<file path="src/core/alu_regs.svh">
// Constants for the execution datapath
`ifndef ALU_REGS_SVH
`define ALU_REGS_SVH
// Status bit positions
`define FLAG_C 0
`define FLAG_Z 1
`define FLAG_N 2
`define FLAG_V 3
`define FLAG_S 4
`define FLAG_H 5
`define FLAG_I 7
// Reset values
`define SREG_RST 8'h00
`define PC_RST 16'h0000
`define GPR_RST 8'h00
// Register and I/O map
`define PAIR_BASE 5'h18
`define ZPTR_LO 5'h1E
`define ZPTR_HI 5'h1F
`define IO_BIT_LAST 6'h1F
`define ALL_ONES 8'hFF
// Program counter steps
`define PC_STEP 16'h0001
`define SKIP_ONE 16'h0002
`define SKIP_TWO 16'h0003
// Clocks per instruction
`define CYC_ONE 3'h1
`define CYC_TWO 3'h2
`define CYC_THREE 3'h3
`define CYC_RET 3'h4
`endif

</file>
<file path="src/core/alu_pkg.sv">
// Types shared by the execution datapath
package alu_pkg;
  // Operations issued by the decoder
  typedef enum logic [5:0] {
    OP_NOP, OP_ADD, OP_ADD_CARRY, OP_SUB, OP_SUB_IMMEDIATE,
    OP_SUB_WITH_BORROW, OP_SUB_IMM_WITH_BORROW, OP_AND,
    OP_AND_IMMEDIATE, OP_OR, OP_OR_IMMEDIATE, OP_EXCLUSIVE_OR,
    OP_ONES_COMPLEMENT, OP_TWOS_COMPLEMENT, OP_SET_BITS_BY_MASK,
    OP_CLEAR_BITS_BY_MASK, OP_INC, OP_DEC, OP_TEST_ZERO_MINUS,
    OP_CLEAR_REGISTER, OP_SET_REGISTER_ALL_ONES, OP_ADD_IMM_TO_PAIR,
    OP_SUB_IMM_FROM_PAIR, OP_RELATIVE_JUMP, OP_INDIRECT_JUMP,
    OP_RELATIVE_CALL, OP_INDIRECT_CALL, OP_RETURN,
    OP_INTERRUPT_RETURN, OP_COMPARE_SKIP_EQUAL, OP_SET_IO_BIT,
    OP_CLEAR_IO_BIT, OP_SKIP_IF_IO_BIT_SET, OP_SKIP_IF_IO_BIT_CLEAR
  } op_t;
  // Sequencer states
  typedef enum logic {ST_IDLE, ST_WAIT} st_t;
endpackage

</file>
<file path="src/core/alu_and_branch_exec.sv">
// Execution datapath: register file, flags, program counter
// How it works
// RQ1: Software writes reserved bits zero only
// RQ2: Bit set/clear only at I/O 0x00-0x1F
// RQ3: Skip on I/O bit for 0x00-0x1F
// RQ4: Add, add-carry: one clock, Z C N V H
// RQ5: Subtracts: one clock, Z C N V H
// RQ6: Pair add/sub immediate: two clocks, Z C N V S
// RQ7: AND, OR, XOR: one clock, Z N V
// RQ8: One's complement: 0xFF minus value, Z C N V
// RQ9: Negate: 0x00 minus value, Z C N V H
// RQ10: Mask set ORs, mask clear ANDs inverse
// RQ11: Test ANDs with itself, register unchanged
// RQ12: Clear XORs self; set-all-ones keeps flags
// RQ13: Relative jump/call: PC+k+1, 2/3 clocks
// RQ14: Indirect jump/call from Z, 2/3 clocks
// RQ15: Compare equal skips one or two words
// RQ16: Returns take four clocks; interrupt return enables
// RQ17: Increment, decrement keep carry flag
`timescale 1ns/1ps
`include "alu_regs.svh"
module alu_and_branch_exec (
  // Clock and reset
  input logic clock,
  input logic rst,
  // Instruction from the decoder
  input logic opValid,
  input alu_pkg::op_t opCode,
  input logic [4:0] dstIdx,
  input logic [4:0] srcIdx,
  input logic [7:0] immVal,
  input logic [1:0] pairSel,
  input logic [11:0] relOfs,
  input logic nextTwoWord,
  // I/O space and stack
  input logic [5:0] ioAddr,
  input logic [2:0] bitSel,
  input logic [7:0] ioRdData,
  input logic [15:0] retAddr,
  // Register read port
  input logic [4:0] regRdIdx,
  output logic [7:0] regRdData,
  // Sequencing
  output logic busy,
  output logic opDone,
  // Architectural state
  output logic [15:0] pcOut,
  output logic [7:0] statusOut,
  // Single bit I/O strobes
  output logic ioBitSetStb,
  output logic ioBitClrStb,
  output logic [5:0] ioBitAddr,
  output logic [2:0] ioBitNum,
  // Stack strobes
  output logic pushStb,
  output logic [15:0] pushAddr,
  output logic popStb
);
  import alu_pkg::*;

  // Index of one byte of a register pair
  function automatic logic [4:0] pairIdx(logic [1:0] s, logic hi);
    pairIdx = `PAIR_BASE + {2'b00, s, hi};
  endfunction

  // Operand holds an immediate instead of a register
  function automatic logic isImm(op_t o);
    isImm = (o == OP_SUB_IMMEDIATE) || (o == OP_SUB_IMM_WITH_BORROW) ||
            (o == OP_AND_IMMEDIATE) || (o == OP_OR_IMMEDIATE) ||
            (o == OP_SET_BITS_BY_MASK) || (o == OP_CLEAR_BITS_BY_MASK) ||
            (o == OP_ADD_IMM_TO_PAIR) || (o == OP_SUB_IMM_FROM_PAIR);
  endfunction

  // Sequencer state
  st_t state_r, state_nxt;
  logic [2:0] cnt_r, cnt_nxt; // Clocks still to run
  logic busy_r, busy_nxt;
  logic done_r, done_nxt; // Last clock of an operation
  // Architectural state
  logic [15:0] pc_r, pc_nxt;
  logic [7:0] sreg_r, sreg_nxt;
  logic [7:0] gpr_r [32];
  logic [7:0] gpr_nxt [32];
  logic [7:0] rd_r, rd_nxt;
  // Strobes towards I/O and stack
  logic ioSet_r, ioSet_nxt;
  logic ioClr_r, ioClr_nxt;
  logic [5:0] ioAddr_r, ioAddr_nxt;
  logic [2:0] ioNum_r, ioNum_nxt;
  logic push_r, push_nxt;
  logic [15:0] pushAddr_r, pushAddr_nxt;
  logic pop_r, pop_nxt;

  // Operand path
  logic take; // Operation accepted this clock
  logic isPair;
  logic [4:0] loIdx;
  logic [4:0] hiIdx;
  logic [7:0] opA;
  logic [7:0] opB;
  logic [7:0] opHi;
  logic [15:0] zPtr;
  logic [15:0] relExt;
  logic ioOk; // Address inside bit-addressable range
  logic ioBit;
  logic skipTaken;
  // Unit results
  logic [7:0] aluRes;
  logic [7:0] aluResHi;
  logic aluWr;
  logic aluWrPair;
  logic [7:0] aluFlags;
  logic [15:0] pcStep;
  logic [2:0] cycles;

  assign take = opValid && (state_r == ST_IDLE);
  assign isPair = (opCode == OP_ADD_IMM_TO_PAIR) ||
                  (opCode == OP_SUB_IMM_FROM_PAIR);
  assign loIdx = pairIdx(pairSel, 1'b0); // [RQ6]
  assign hiIdx = pairIdx(pairSel, 1'b1); // [RQ6]
  assign opA = isPair ? gpr_r[loIdx] : gpr_r[dstIdx];
  assign opHi = gpr_r[hiIdx];
  // Test feeds the register to both sides
  assign opB = (opCode == OP_TEST_ZERO_MINUS) ? opA : // [RQ11]
               (isImm(opCode) ? immVal : gpr_r[srcIdx]);
  assign zPtr = {gpr_r[`ZPTR_HI], gpr_r[`ZPTR_LO]}; // [RQ14]
  assign relExt = {{4{relOfs[11]}}, relOfs};
  assign ioOk = (ioAddr <= `IO_BIT_LAST); // [RQ2] [RQ3]
  assign ioBit = ioRdData[bitSel];

  // Skip decision for compare and bit tests
  always_comb begin
    case (opCode)
      OP_COMPARE_SKIP_EQUAL: skipTaken = (opA == opB); // [RQ15]
      OP_SKIP_IF_IO_BIT_SET: skipTaken = ioOk && ioBit; // [RQ3]
      OP_SKIP_IF_IO_BIT_CLEAR: skipTaken = ioOk && !ioBit; // [RQ3]
      default: skipTaken = 1'b0;
    endcase
  end

  // Arithmetic and flags
  alu_unit u_alu (
    .opCode(opCode),
    .a(opA),
    .b(opB),
    .aHi(opHi),
    .flagsIn(sreg_r),
    .res(aluRes),
    .resHi(aluResHi),
    .wrDst(aluWr),
    .wrPair(aluWrPair),
    .flagsOut(aluFlags)
  );

  // Program counter and clock count
  pc_unit u_pc (
    .opCode(opCode),
    .ioOk(ioOk),
    .pc(pc_r),
    .relExt(relExt),
    .zPtr(zPtr),
    .retAddr(retAddr),
    .skipTaken(skipTaken),
    .nextTwoWord(nextTwoWord),
    .pcNext(pcStep),
    .cycles(cycles)
  );

  // Next state: results commit on the accepting clock,
  // the remaining clocks only hold the sequencer busy
  always_comb begin
    state_nxt = state_r;
    cnt_nxt = cnt_r;
    busy_nxt = busy_r;
    done_nxt = 1'b0;
    pc_nxt = pc_r;
    sreg_nxt = sreg_r;
    gpr_nxt = gpr_r;
    rd_nxt = gpr_r[regRdIdx];
    ioSet_nxt = 1'b0;
    ioClr_nxt = 1'b0;
    ioAddr_nxt = ioAddr_r;
    ioNum_nxt = ioNum_r;
    push_nxt = 1'b0;
    pushAddr_nxt = pushAddr_r;
    pop_nxt = 1'b0;
    case (state_r)
      ST_IDLE: begin
        if (take) begin
          pc_nxt = pcStep; // [RQ13] [RQ14] [RQ15]
          sreg_nxt = aluFlags;
          if (aluWr) begin // [RQ4] [RQ5] [RQ7]
            gpr_nxt[dstIdx] = aluRes;
          end
          if (aluWrPair) begin // [RQ6]
            gpr_nxt[loIdx] = aluRes;
            gpr_nxt[hiIdx] = aluResHi;
          end
          // Return address of the next word
          if ((opCode == OP_RELATIVE_CALL) ||
              (opCode == OP_INDIRECT_CALL)) begin // [RQ13] [RQ14]
            push_nxt = 1'b1;
            pushAddr_nxt = pc_r + `PC_STEP;
          end
          if ((opCode == OP_RETURN) ||
              (opCode == OP_INTERRUPT_RETURN)) begin // [RQ16]
            pop_nxt = 1'b1;
          end
          if (opCode == OP_INTERRUPT_RETURN) begin // [RQ16]
            sreg_nxt[`FLAG_I] = 1'b1;
          end
          // Strobes name one bit, so no other bit is
          // written back and clear-by-one flags survive
          if (ioOk && (opCode == OP_SET_IO_BIT)) begin // [RQ2]
            ioSet_nxt = 1'b1;
            ioAddr_nxt = ioAddr;
            ioNum_nxt = bitSel;
          end
          if (ioOk && (opCode == OP_CLEAR_IO_BIT)) begin // [RQ2]
            ioClr_nxt = 1'b1;
            ioAddr_nxt = ioAddr;
            ioNum_nxt = bitSel;
          end
          if (cycles == `CYC_ONE) begin
            done_nxt = 1'b1;
          end else begin
            state_nxt = ST_WAIT;
            busy_nxt = 1'b1;
            cnt_nxt = cycles - `CYC_ONE;
          end
        end
      end
      ST_WAIT: begin // Requests are ignored here
        cnt_nxt = cnt_r - `CYC_ONE;
        if (cnt_r == `CYC_ONE) begin
          state_nxt = ST_IDLE;
          busy_nxt = 1'b0;
          done_nxt = 1'b1;
        end
      end
      default: state_nxt = ST_IDLE;
    endcase
  end

  // State registers
  always_ff @(posedge clock) begin
    if (rst) begin
      state_r <= ST_IDLE;
      cnt_r <= 3'h0;
      busy_r <= 1'b0;
      done_r <= 1'b0;
      pc_r <= `PC_RST;
      sreg_r <= `SREG_RST;
      gpr_r <= '{default: `GPR_RST};
      rd_r <= `GPR_RST;
      ioSet_r <= 1'b0;
      ioClr_r <= 1'b0;
      ioAddr_r <= 6'h00;
      ioNum_r <= 3'h0;
      push_r <= 1'b0;
      pushAddr_r <= `PC_RST;
      pop_r <= 1'b0;
    end else begin
      state_r <= state_nxt;
      cnt_r <= cnt_nxt;
      busy_r <= busy_nxt;
      done_r <= done_nxt;
      pc_r <= pc_nxt;
      sreg_r <= sreg_nxt;
      gpr_r <= gpr_nxt;
      rd_r <= rd_nxt;
      ioSet_r <= ioSet_nxt;
      ioClr_r <= ioClr_nxt;
      ioAddr_r <= ioAddr_nxt;
      ioNum_r <= ioNum_nxt;
      push_r <= push_nxt;
      pushAddr_r <= pushAddr_nxt;
      pop_r <= pop_nxt;
    end
  end

  // Outputs straight from registers
  assign regRdData = rd_r;
  assign busy = busy_r;
  assign opDone = done_r;
  assign pcOut = pc_r;
  assign statusOut = sreg_r;
  assign ioBitSetStb = ioSet_r;
  assign ioBitClrStb = ioClr_r;
  assign ioBitAddr = ioAddr_r;
  assign ioBitNum = ioNum_r;
  assign pushStb = push_r;
  assign pushAddr = pushAddr_r;
  assign popStb = pop_r;
endmodule

</file>
<file path="src/core/alu_unit.sv">
// Byte and word arithmetic with status flag update
`timescale 1ns/1ps
`include "alu_regs.svh"
module alu_unit (
  // Operation
  input alu_pkg::op_t opCode,
  // Operands
  input logic [7:0] a,
  input logic [7:0] b,
  input logic [7:0] aHi,
  input logic [7:0] flagsIn,
  // Results
  output logic [7:0] res,
  output logic [7:0] resHi,
  output logic wrDst,
  output logic wrPair,
  output logic [7:0] flagsOut
);
  import alu_pkg::*;
  // Carry out of an add bit
  function automatic logic addCarry(logic x, logic y, logic r);
    addCarry = (x & y) | (y & ~r) | (~r & x);
  endfunction
  // Borrow out of a subtract bit
  function automatic logic subBorrow(logic x, logic y, logic r);
    subBorrow = (~x & y) | (y & r) | (r & ~x);
  endfunction
  logic useC; // Carry feeds the sum
  logic ci;
  logic neg; // Negate runs as 0 minus a
  logic chain; // Zero flag chains over bytes
  logic [7:0] subX;
  logic [7:0] subY;
  logic [7:0] sum;
  logic [7:0] diff;
  logic [15:0] wsum;
  logic [15:0] wdiff;
  logic zf, nf, vf, hf, cf, updZnv;
  assign chain = (opCode == OP_SUB_WITH_BORROW) ||
                 (opCode == OP_SUB_IMM_WITH_BORROW);
  assign useC = chain || (opCode == OP_ADD_CARRY);
  assign ci = useC & flagsIn[`FLAG_C];
  assign neg = (opCode == OP_TWOS_COMPLEMENT);
  assign subX = neg ? 8'h00 : a;
  assign subY = neg ? a : b;
  assign sum = a + b + {7'h00, ci};
  assign diff = subX - subY - {7'h00, ci};
  // Word immediate is six bits wide
  assign wsum = {aHi, a} + {10'h000, b[5:0]};
  assign wdiff = {aHi, a} - {10'h000, b[5:0]};
  // Result and flag selection
  always_comb begin
    res = a;
    resHi = aHi;
    wrDst = 1'b1;
    wrPair = 1'b0;
    vf = 1'b0;
    hf = flagsIn[`FLAG_H];
    cf = flagsIn[`FLAG_C];
    updZnv = 1'b1;
    case (opCode)
      OP_ADD, OP_ADD_CARRY: begin // [RQ4]
        res = sum;
        hf = addCarry(a[3], b[3], sum[3]);
        cf = addCarry(a[7], b[7], sum[7]);
        vf = (a[7] & b[7] & ~sum[7]) | (~a[7] & ~b[7] & sum[7]);
      end
      OP_SUB, OP_SUB_IMMEDIATE, OP_SUB_WITH_BORROW,
      OP_SUB_IMM_WITH_BORROW, OP_TWOS_COMPLEMENT: begin // [RQ5] [RQ9]
        res = diff;
        hf = subBorrow(subX[3], subY[3], diff[3]);
        cf = subBorrow(subX[7], subY[7], diff[7]);
        vf = (subX[7] & ~subY[7] & ~diff[7]) |
             (~subX[7] & subY[7] & diff[7]);
      end
      OP_AND, OP_AND_IMMEDIATE: res = a & b; // [RQ7]
      OP_TEST_ZERO_MINUS: begin // [RQ11]
        res = a & b;
        wrDst = 1'b0;
      end
      OP_OR, OP_OR_IMMEDIATE, OP_SET_BITS_BY_MASK: res = a | b; // [RQ10]
      OP_CLEAR_BITS_BY_MASK: res = a & (`ALL_ONES - b); // [RQ10]
      OP_EXCLUSIVE_OR: res = a ^ b; // [RQ7]
      OP_CLEAR_REGISTER: res = a ^ a; // [RQ12]
      OP_ONES_COMPLEMENT: begin // [RQ8]
        res = `ALL_ONES - a;
        cf = 1'b1;
      end
      // Carry kept so loop counters span bytes
      OP_INC: begin // [RQ17]
        res = a + 8'h01;
        vf = (res == 8'h80);
      end
      OP_DEC: begin // [RQ17]
        res = a - 8'h01;
        vf = (res == 8'h7F);
      end
      OP_SET_REGISTER_ALL_ONES: begin // [RQ12]
        res = `ALL_ONES;
        updZnv = 1'b0;
      end
      OP_ADD_IMM_TO_PAIR: begin // [RQ6]
        {resHi, res} = wsum;
        wrDst = 1'b0;
        wrPair = 1'b1;
        vf = ~aHi[7] & wsum[15];
        cf = ~wsum[15] & aHi[7];
      end
      OP_SUB_IMM_FROM_PAIR: begin // [RQ6]
        {resHi, res} = wdiff;
        wrDst = 1'b0;
        wrPair = 1'b1;
        vf = aHi[7] & ~wdiff[15];
        cf = wdiff[15] & ~aHi[7];
      end
      default: begin // Branches and bit ops keep flags
        wrDst = 1'b0;
        updZnv = 1'b0;
      end
    endcase
    zf = wrPair ? ({resHi, res} == 16'h0000) : (res == 8'h00);
    if (chain) begin
      zf = zf & flagsIn[`FLAG_Z];
    end
    nf = wrPair ? resHi[7] : res[7];
    flagsOut = flagsIn;
    if (updZnv) begin
      flagsOut[`FLAG_Z] = zf;
      flagsOut[`FLAG_N] = nf;
      flagsOut[`FLAG_V] = vf;
      flagsOut[`FLAG_S] = nf ^ vf;
      flagsOut[`FLAG_H] = hf;
      flagsOut[`FLAG_C] = cf;
    end
  end
endmodule

</file>
<file path="src/core/pc_unit.sv">
// Next program counter and clock count per operation
`timescale 1ns/1ps
`include "alu_regs.svh"
module pc_unit (
  // Operation
  input alu_pkg::op_t opCode,
  input logic ioOk,
  // Address sources
  input logic [15:0] pc,
  input logic [15:0] relExt,
  input logic [15:0] zPtr,
  input logic [15:0] retAddr,
  // Skip decision
  input logic skipTaken,
  input logic nextTwoWord,
  // Results
  output logic [15:0] pcNext,
  output logic [2:0] cycles
);
  import alu_pkg::*;
  // Target and length selection
  always_comb begin
    pcNext = pc + `PC_STEP;
    cycles = `CYC_ONE;
    case (opCode)
      OP_RELATIVE_JUMP: begin // [RQ13]
        pcNext = pc + relExt + `PC_STEP;
        cycles = `CYC_TWO;
      end
      OP_RELATIVE_CALL: begin // [RQ13]
        pcNext = pc + relExt + `PC_STEP;
        cycles = `CYC_THREE;
      end
      OP_INDIRECT_JUMP: begin // [RQ14]
        pcNext = zPtr;
        cycles = `CYC_TWO;
      end
      OP_INDIRECT_CALL: begin // [RQ14]
        pcNext = zPtr;
        cycles = `CYC_THREE;
      end
      OP_RETURN, OP_INTERRUPT_RETURN: begin // [RQ16]
        pcNext = retAddr;
        cycles = `CYC_RET;
      end
      OP_ADD_IMM_TO_PAIR, OP_SUB_IMM_FROM_PAIR: cycles = `CYC_TWO; // [RQ6]
      // Out of range bit ops fall back to one clock
      OP_SET_IO_BIT, OP_CLEAR_IO_BIT: begin
        cycles = ioOk ? `CYC_TWO : `CYC_ONE;
      end
      OP_COMPARE_SKIP_EQUAL, OP_SKIP_IF_IO_BIT_SET,
      OP_SKIP_IF_IO_BIT_CLEAR: begin // [RQ15] [RQ3]
        if (skipTaken) begin
          pcNext = pc + (nextTwoWord ? `SKIP_TWO : `SKIP_ONE);
          cycles = nextTwoWord ? `CYC_THREE : `CYC_TWO;
        end
      end
      default: cycles = `CYC_ONE;
    endcase
  end
endmodule

</file>
<file path="config.mk">
export PLATFORM = sky130hd
export DESIGN_NAME = alu_and_branch_exec
export DESIGN_NICKNAME = d
export VERILOG_FILES = /design/src/core/alu_pkg.sv /design/src/core/alu_and_branch_exec.sv /design/src/core/alu_unit.sv /design/src/core/pc_unit.sv
export VERILOG_INCLUDE_DIRS = /design/src /design/src/core
export SDC_FILE = /design/constraint.sdc
export NUM_CORES = 1
export LEC_CHECK = 0
export BUFFER_PORTS_ARGS = -buffer_cell sky130_fd_sc_hd__buf_2
export CORE_AREA = 2 2 234 236
export CTS_CLUSTER_SIZE = 25
export DETAILED_ROUTE_END_ITERATION = 10
export DIE_AREA = 0 0 236 238
export GPL_TIMING_DRIVEN = 0
export SLEW_MARGIN = 20
export SYNTH_ARGS = -nofsm -noshare
export SYNTH_HDL_FRONTEND = slang
export SYNTH_SLANG_ARGS = --single-unit
</file>
<file path="constraint.sdc">
create_clock -name clock -period 10.4 [get_ports clock]
set_input_delay 0 -clock clock [delete_from_list [all_inputs] [get_ports clock]]
set_output_delay 0 -clock clock [all_outputs]
set_load 0.01 [all_outputs]
</file>
==> results.ini, run 1 <==
[status]
status=complete, no violations

[die]
start_util=0.446
coreArea_um2=53500
die_h_um=238
die_w_um=236
num_rows=85
dieArea_um2=56200
io_pins=143

[synth]
synth_ff_type=dfxtp_1
synth_nets=2782
synth_area_per_cell_um2=9.06
yosys_register_bits=322
synthArstFlopShare=0
yosys_warnings=0
synthDistinctLibCells=98
syn_area_um2=23800
synth_seq_area_share=0.270
synth_enable_flop_cells=0
synthCells=2630

[finish]
final_common_cell=nor2_1
drive_above_1_share=0.175
final_cell_mix=nor2_1 (417), dfxtp_1 (322), a211oi_1 (218), mux4_2 (190), clkbuf_1 (176)
final_nets=2970
syn_to_final_growth_pct=13.1

[pwr]
powerDensity_nw_per_um2=135
ir_drop_mv=0.120
p_int_w=0.00236
power_switching_share=0.352
clockPowerShare=0.408
power.leakage_nw=9.47
seq_power_share=0.348
p_sw_w=0.00128
p_comb_frac=0.245

[sta]
worstMarginPinSlew_ns=1.29
finalHoldViolCount=0
rsz0062_at_grt=false
fin_crit_sh=0.816
fmax_ghz=0.118
maxSlewViolCount=0
post-route-min-period_ns=8.49
hold-worst-slack_ns=0.0261
maxSlewHeadroom=0.137
fin_ws_ns=1.91
fin_skew_ns=0.0541
setup_tns_ns=0
setup_viol=0

[clocking]
post_cts_resize_count=0
clk_path_buf_depth=3
cts_tree=done
ctsHtreeMaxLevel=2
clockRootBuffer=clkbuf_16
clkSlewWorstSetupHoldPaths_ns=0.06
clock_sinks=322
clk_latency_ns=0.61
numCtsBuffers=40

[route]
dr.pass1.iters=9
postRouteAntennaNets=0
viasPerCell=7.12
wl_per_cell_um=33.7
drt_iter0_drc=4208
route.vias.total=25300
wirelength_um=120000
drc=0

[worst_setup_path]
worstSetupPathType=in2reg
path_buf_inv=6
critPathArrivalTime_ns=8.95
critPathRequiredTime_ns=10.87
path_depth=23
start_kind=input port
startpoint=srcIdx[1]
crit_chain=buf_2, buf_1, buf_2, clkbuf_1, mux4_2, mux4_2, mux2i_1, a211oi_1, a21oi_1, inv_1, ha_1, or2_2, a221oi_1, nor2_1, o21bai_1, o21ai_0, mux2i_1, o2111ai_1, a31o_2, a211oi_2, buf_2, nand4_1, o41ai_4
cp_max_fo=10
rrSetupSlack_ns=2.88
crit_top_cell=buf_2
cp_slowest_cell=a211oi_2
rr_worst_depth=18
reg2reg_from=gpr_r[2]
critPathTopFamily=compound AO/OA/AOI/OAI gates
worst_path_largest_cell_delay_ns=0.95
end_kind=register
r2r_end=gpr_r[59]
crit_end=statusOut[1]

[place]
portBuffers=124
hpwl_um=91700
routabilityCongestion=1.10
dp_slack_ns=1.80

[grt]
grt_pass1_vias=23300
antenna_found_initial=8
grt_overflow=0
grt_pass1_wl_um=169000
track_usage=0.414
grt_max_degree=15

[worst_hold_path]
min_from=nextTwoWord
holdPathStages=6
hold_class=in2reg

[job]
maxCapViolCount=0

[metal layers]
| metal | GRT usage | vias up | wire length, µm |
|---|---|---|---|
| met4 | 0.192 | 8 | 6440 |
| met3 | 0.157 | 403 | 17100 |
| li1 | - | 10400 | - |
| met2 | 0.588 | 1991 | 49000 |
| met5 | 0 | - | 57 |
| met1 | 0.554 | 12500 | 47000 |
[timing repair]
| item | 4_1_cts | 5_1_grt |
|---|---|---|
| hold buffers | 22 | 0 |
| setup buffers | 0 | 0 |
| endpoints found under the hold margin | 23 | 0 |
[worst reg2reg max path, stage by stage (launching register included)]
cell	delay, ns
dfxtp_1	0.60
mux2i_1	0.15
a22oi_1	0.40
nand4_1	0.53
o31ai_2	0.95
inv_1	0.26
o21ai_0	0.37
ha_1	0.19
clkbuf_1	0.35
inv_1	0.19
o21bai_1	0.23
fa_1	0.43
a221oi_1	0.31
o221ai_1	0.24
a21oi_1	0.19
o2111a_1	0.33
clkbuf_1	0.84
buf_1	0.59
a211oi_1	0.16
[worst min-delay path by stage]
stage              endpoint
6_report           pcOut[0]
4_1_cts            pcOut[0]
5_1_grt            cnt_r[0]
3_3_place_gp   ioBitAddr[3]
2_1_floorplan   ioBitNum[0]
3_5_place_dp   ioBitAddr[4]
[metrics by stage]
stage                      util  cells  cell area (µm²)  power, W
after detailed placement  0.474   3450            25400   0.00213
final                     0.504   3549            26900   0.00364
after global routing      0.504   3544            26900   0.00371
after global placement    0.473   3450            25300   0.00212
after CTS                 0.503   3544            26900   0.00360
after floorplan               -   2630            23800   0.00180
[logic make-up (layout without fill, tap and decap cells)]
logic type,Yosys count,count (layout),synth area share
buffers and inverters,311,529,0.0551
and+or+nand+nor,840,840,0.163
muxes,359,359,0.251
AOI/OAI and AO/OA,674,674,0.200
DFF,322,322,0.270
xor gates and xnor gates,51,51,0.0187
adders and majority gates,72,72,0.0406
other,1,6,0.000157
[power groups by stage]
stage          clock network, W  logic, W  registers (W)
2_1_floorplan                 0  0.000511        0.00129
3_3_place_gp                  0  0.000833        0.00129
3_5_place_dp                  0  0.000840        0.00129
4_1_cts                 0.00148  0.000851        0.00126
5_1_grt                 0.00153  0.000920        0.00127
6_report                0.00149  0.000892        0.00127
[final cells by class]
type | count | area, µm²
antenna | 5 | 12.5
buffer | 246 | 1080
clock buffer | 54 | 1130
clock inverter | 18 | 226
fill | 5142 | 26500
inverter | 65 | 244
multi-input combinational | 1997 | 16100
sequential | 322 | 6450
tap | 696 | 871
timing repair buffer | 146 | 841
[cells in the mapped netlist (7+ instances only)]
cell	count	area, µm²
a22oi_1	51	383
a211oi_1	218	1640
nor2b_1	12	75.1
nand4_1	20	125
buf_1	19	71.3
a31oi_1	8	50.1
nand2b_1	22	138
nor2_1	417	1570
buf_2	29	145
mux2i_1	152	1520
nor4_1	10	62.6
o221ai_1	11	96.3
nand3_1	48	240
mux2_2	17	191
dfxtp_1	322	6450
nor3_1	62	310
a221o_1	7	70.1
a21oi_1	113	566
o22ai_1	37	231
mux4_2	190	4280
o2111ai_1	7	61.3
buf_4	21	158
and3_1	16	100
inv_1	62	233
fa_1	9	180
xor2_1	22	193
a21o_1	15	113
or3_1	14	87.6
o21ai_0	77	385
o31ai_1	8	60.1
and2_1	7	43.8
o211ai_1	13	97.6
a221oi_1	21	184
clkbuf_1	172	646
nand2_1	149	559
xnor2_1	29	254
nor3b_1	9	67.6
ha_1	63	788
Power figures use the tool's default switching activity.
==> run 2, diff against run 1 <==
==> constraint.sdc (replaced) <==
create_clock -name clock -period 7.9 [get_ports clock]
set_input_delay 0 -clock clock [delete_from_list [all_inputs] [get_ports clock]]
set_output_delay 0 -clock clock [all_outputs]
set_load 0.01 [all_outputs]
==> results.ini, run 2 (synthesized netlist as in run 1, its figures left out) <==
[status]
status=complete, no violations

[die]
die_h_um=238
io_pins=143
die_w_um=236
start_util=0.446
num_rows=85
coreArea_um2=53500
dieArea_um2=56200

[finish]
syn_to_final_growth_pct=13.1
final_area_um2=27000
final_common_cell=nor2_1
drive_above_1_share=0.176
stdcell_count=3549
final_cell_mix=nor2_1 (417), dfxtp_1 (322), a211oi_1 (218), mux4_2 (190), clkbuf_1 (175)
final_nets=2970

[clocking]
numCtsBuffers=40
clk_path_buf_depth=3
clock_sinks=322
cts_tree=done
clk_latency_ns=0.62
clockRootBuffer=clkbuf_16
postCtsSetupRepairBufs=0
ctsHtreeMaxLevel=2
clkSlewWorstSetupHoldPaths_ns=0.07

[grt]
antenna_found_initial=8
grt_pass1_wl_um=169000
grt_overflow=0
grt_max_degree=15
grt_pass1_vias=23300
track_usage=0.414

[route]
viasPerCell=7.15
postRouteAntennaNets=0
dr.pass1.iters=9
routed-wl-met3_um=16800
wirelength_um=120000
drc=0
wl_per_cell_um=33.8
wl_met1_um=47500
route.vias.total=25400
wl_met2_um=49000
drt_iter0_drc=4174
top_layer=met5

[sta]
post-route-min-period_ns=7.77
rsz0062_at_grt=false
maxSlewHeadroom=0.135
maxSlewViolCount=0
setup_viol=0
fin_crit_sh=0.984
fmax_ghz=0.129
worstMarginPinSlew_ns=1.30
finalHoldViolCount=0
setup_tns_ns=0
hold-worst-slack_ns=0.0245
fin_skew_ns=0.0557

[worst_setup_path]
worstSetupPathType=in2reg
cp_slowest_cell=a21oi_1
worst_path_largest_cell_delay_ns=1.07
crit_chain=buf_2, buf_2, xor2_1, clkbuf_1, nand2_1, o32ai_1, buf_2, nand2_1, o21ai_0, nor2_1, a21oi_1, ha_1, inv_1, ha_1, inv_1, xnor2_1, o221ai_1, a21oi_1, o221ai_1, a21oi_1, buf_2, nand4_1, o41ai_4
cp_max_fo=13
critPathArrivalTime_ns=8.24
critPathRequiredTime_ns=8.37
crit_top_cell=buf_2
start_kind=input port
end_kind=register

[place]
placed_area_um2=25400
hpwl_um=91700
routabilityCongestion=1.10
placedCellCount=3450
portBuffers=124

[pwr]
powerDensity_nw_per_um2=178
ir_drop_mv=0.159
power.leakage_nw=9.48

[job]
maxCapViolCount=0

[worst_hold_path]
hold_class=in2reg

[run 2: timing repair]
action,in CTS,in global routing
endpoints found under the setup margin,1,84
endpoints found under the hold margin,23,0
resized for setup,1,4
hold buffers,22,0
[run 2: path summary, 6_finish.rpt]
check,cells after the start,to,slack (ns),from
worst max-delay path,23,statusOut[1],0.13,opCode[1]
worst min-delay path,6,pcOut[0],0.02,nextTwoWord
worst max register to register,21,cnt_r[2],0.36,gpr_r[2]
worst min register to register,2,pushAddr[1],0.47,pushAddr[1]
[run 2: area by class of cell]
cell class	count	area [µm²]
antenna	5	12.5
buffer	246	1080
clock buffer	54	1130
clock inverter	18	226
fill	5142	26500
inverter	65	244
multi-input combinational	1997	16100
sequential	322	6450
tap	696	871
timing repair buffer	146	841
[run 2: per-layer routing]
metal	vias to the layer above	global-route usage
met2	1993	0.588
li1	10400	-
met1	12600	0.554
met4	8	0.192
met5	-	0
met3	395	0.157
[run 2: metrics by stage]
step,utilization,worst slack (ns),total power (W)
after floorplan,-,1.91,0.00237
after detailed placement,0.474,-0.702,0.00281
after global placement,0.473,-0.709,0.00280
final,0.504,0.127,0.00480
after global routing,0.504,0.116,0.00489
after CTS,0.504,0.0413,0.00474
[run 2: where the power goes]
group	switching [W]	internal (W)
Combinational	0.000831	0.000346
Clock	0.000841	0.00112
Sequential	0.0000249	0.00164
[run 2: worst max-delay path: cells and delay by family]
| kind | cells | cell delay [ns] |
|---|---|---|
| xor gates and xnor gates | 2 | 0.93 |
| adders and majority gates | 2 | 0.60 |
| buffers and inverters | 7 | 2.42 |
| and+or+nand+nor | 4 | 1.16 |
| AOI/OAI and AO/OA | 8 | 3.12 |
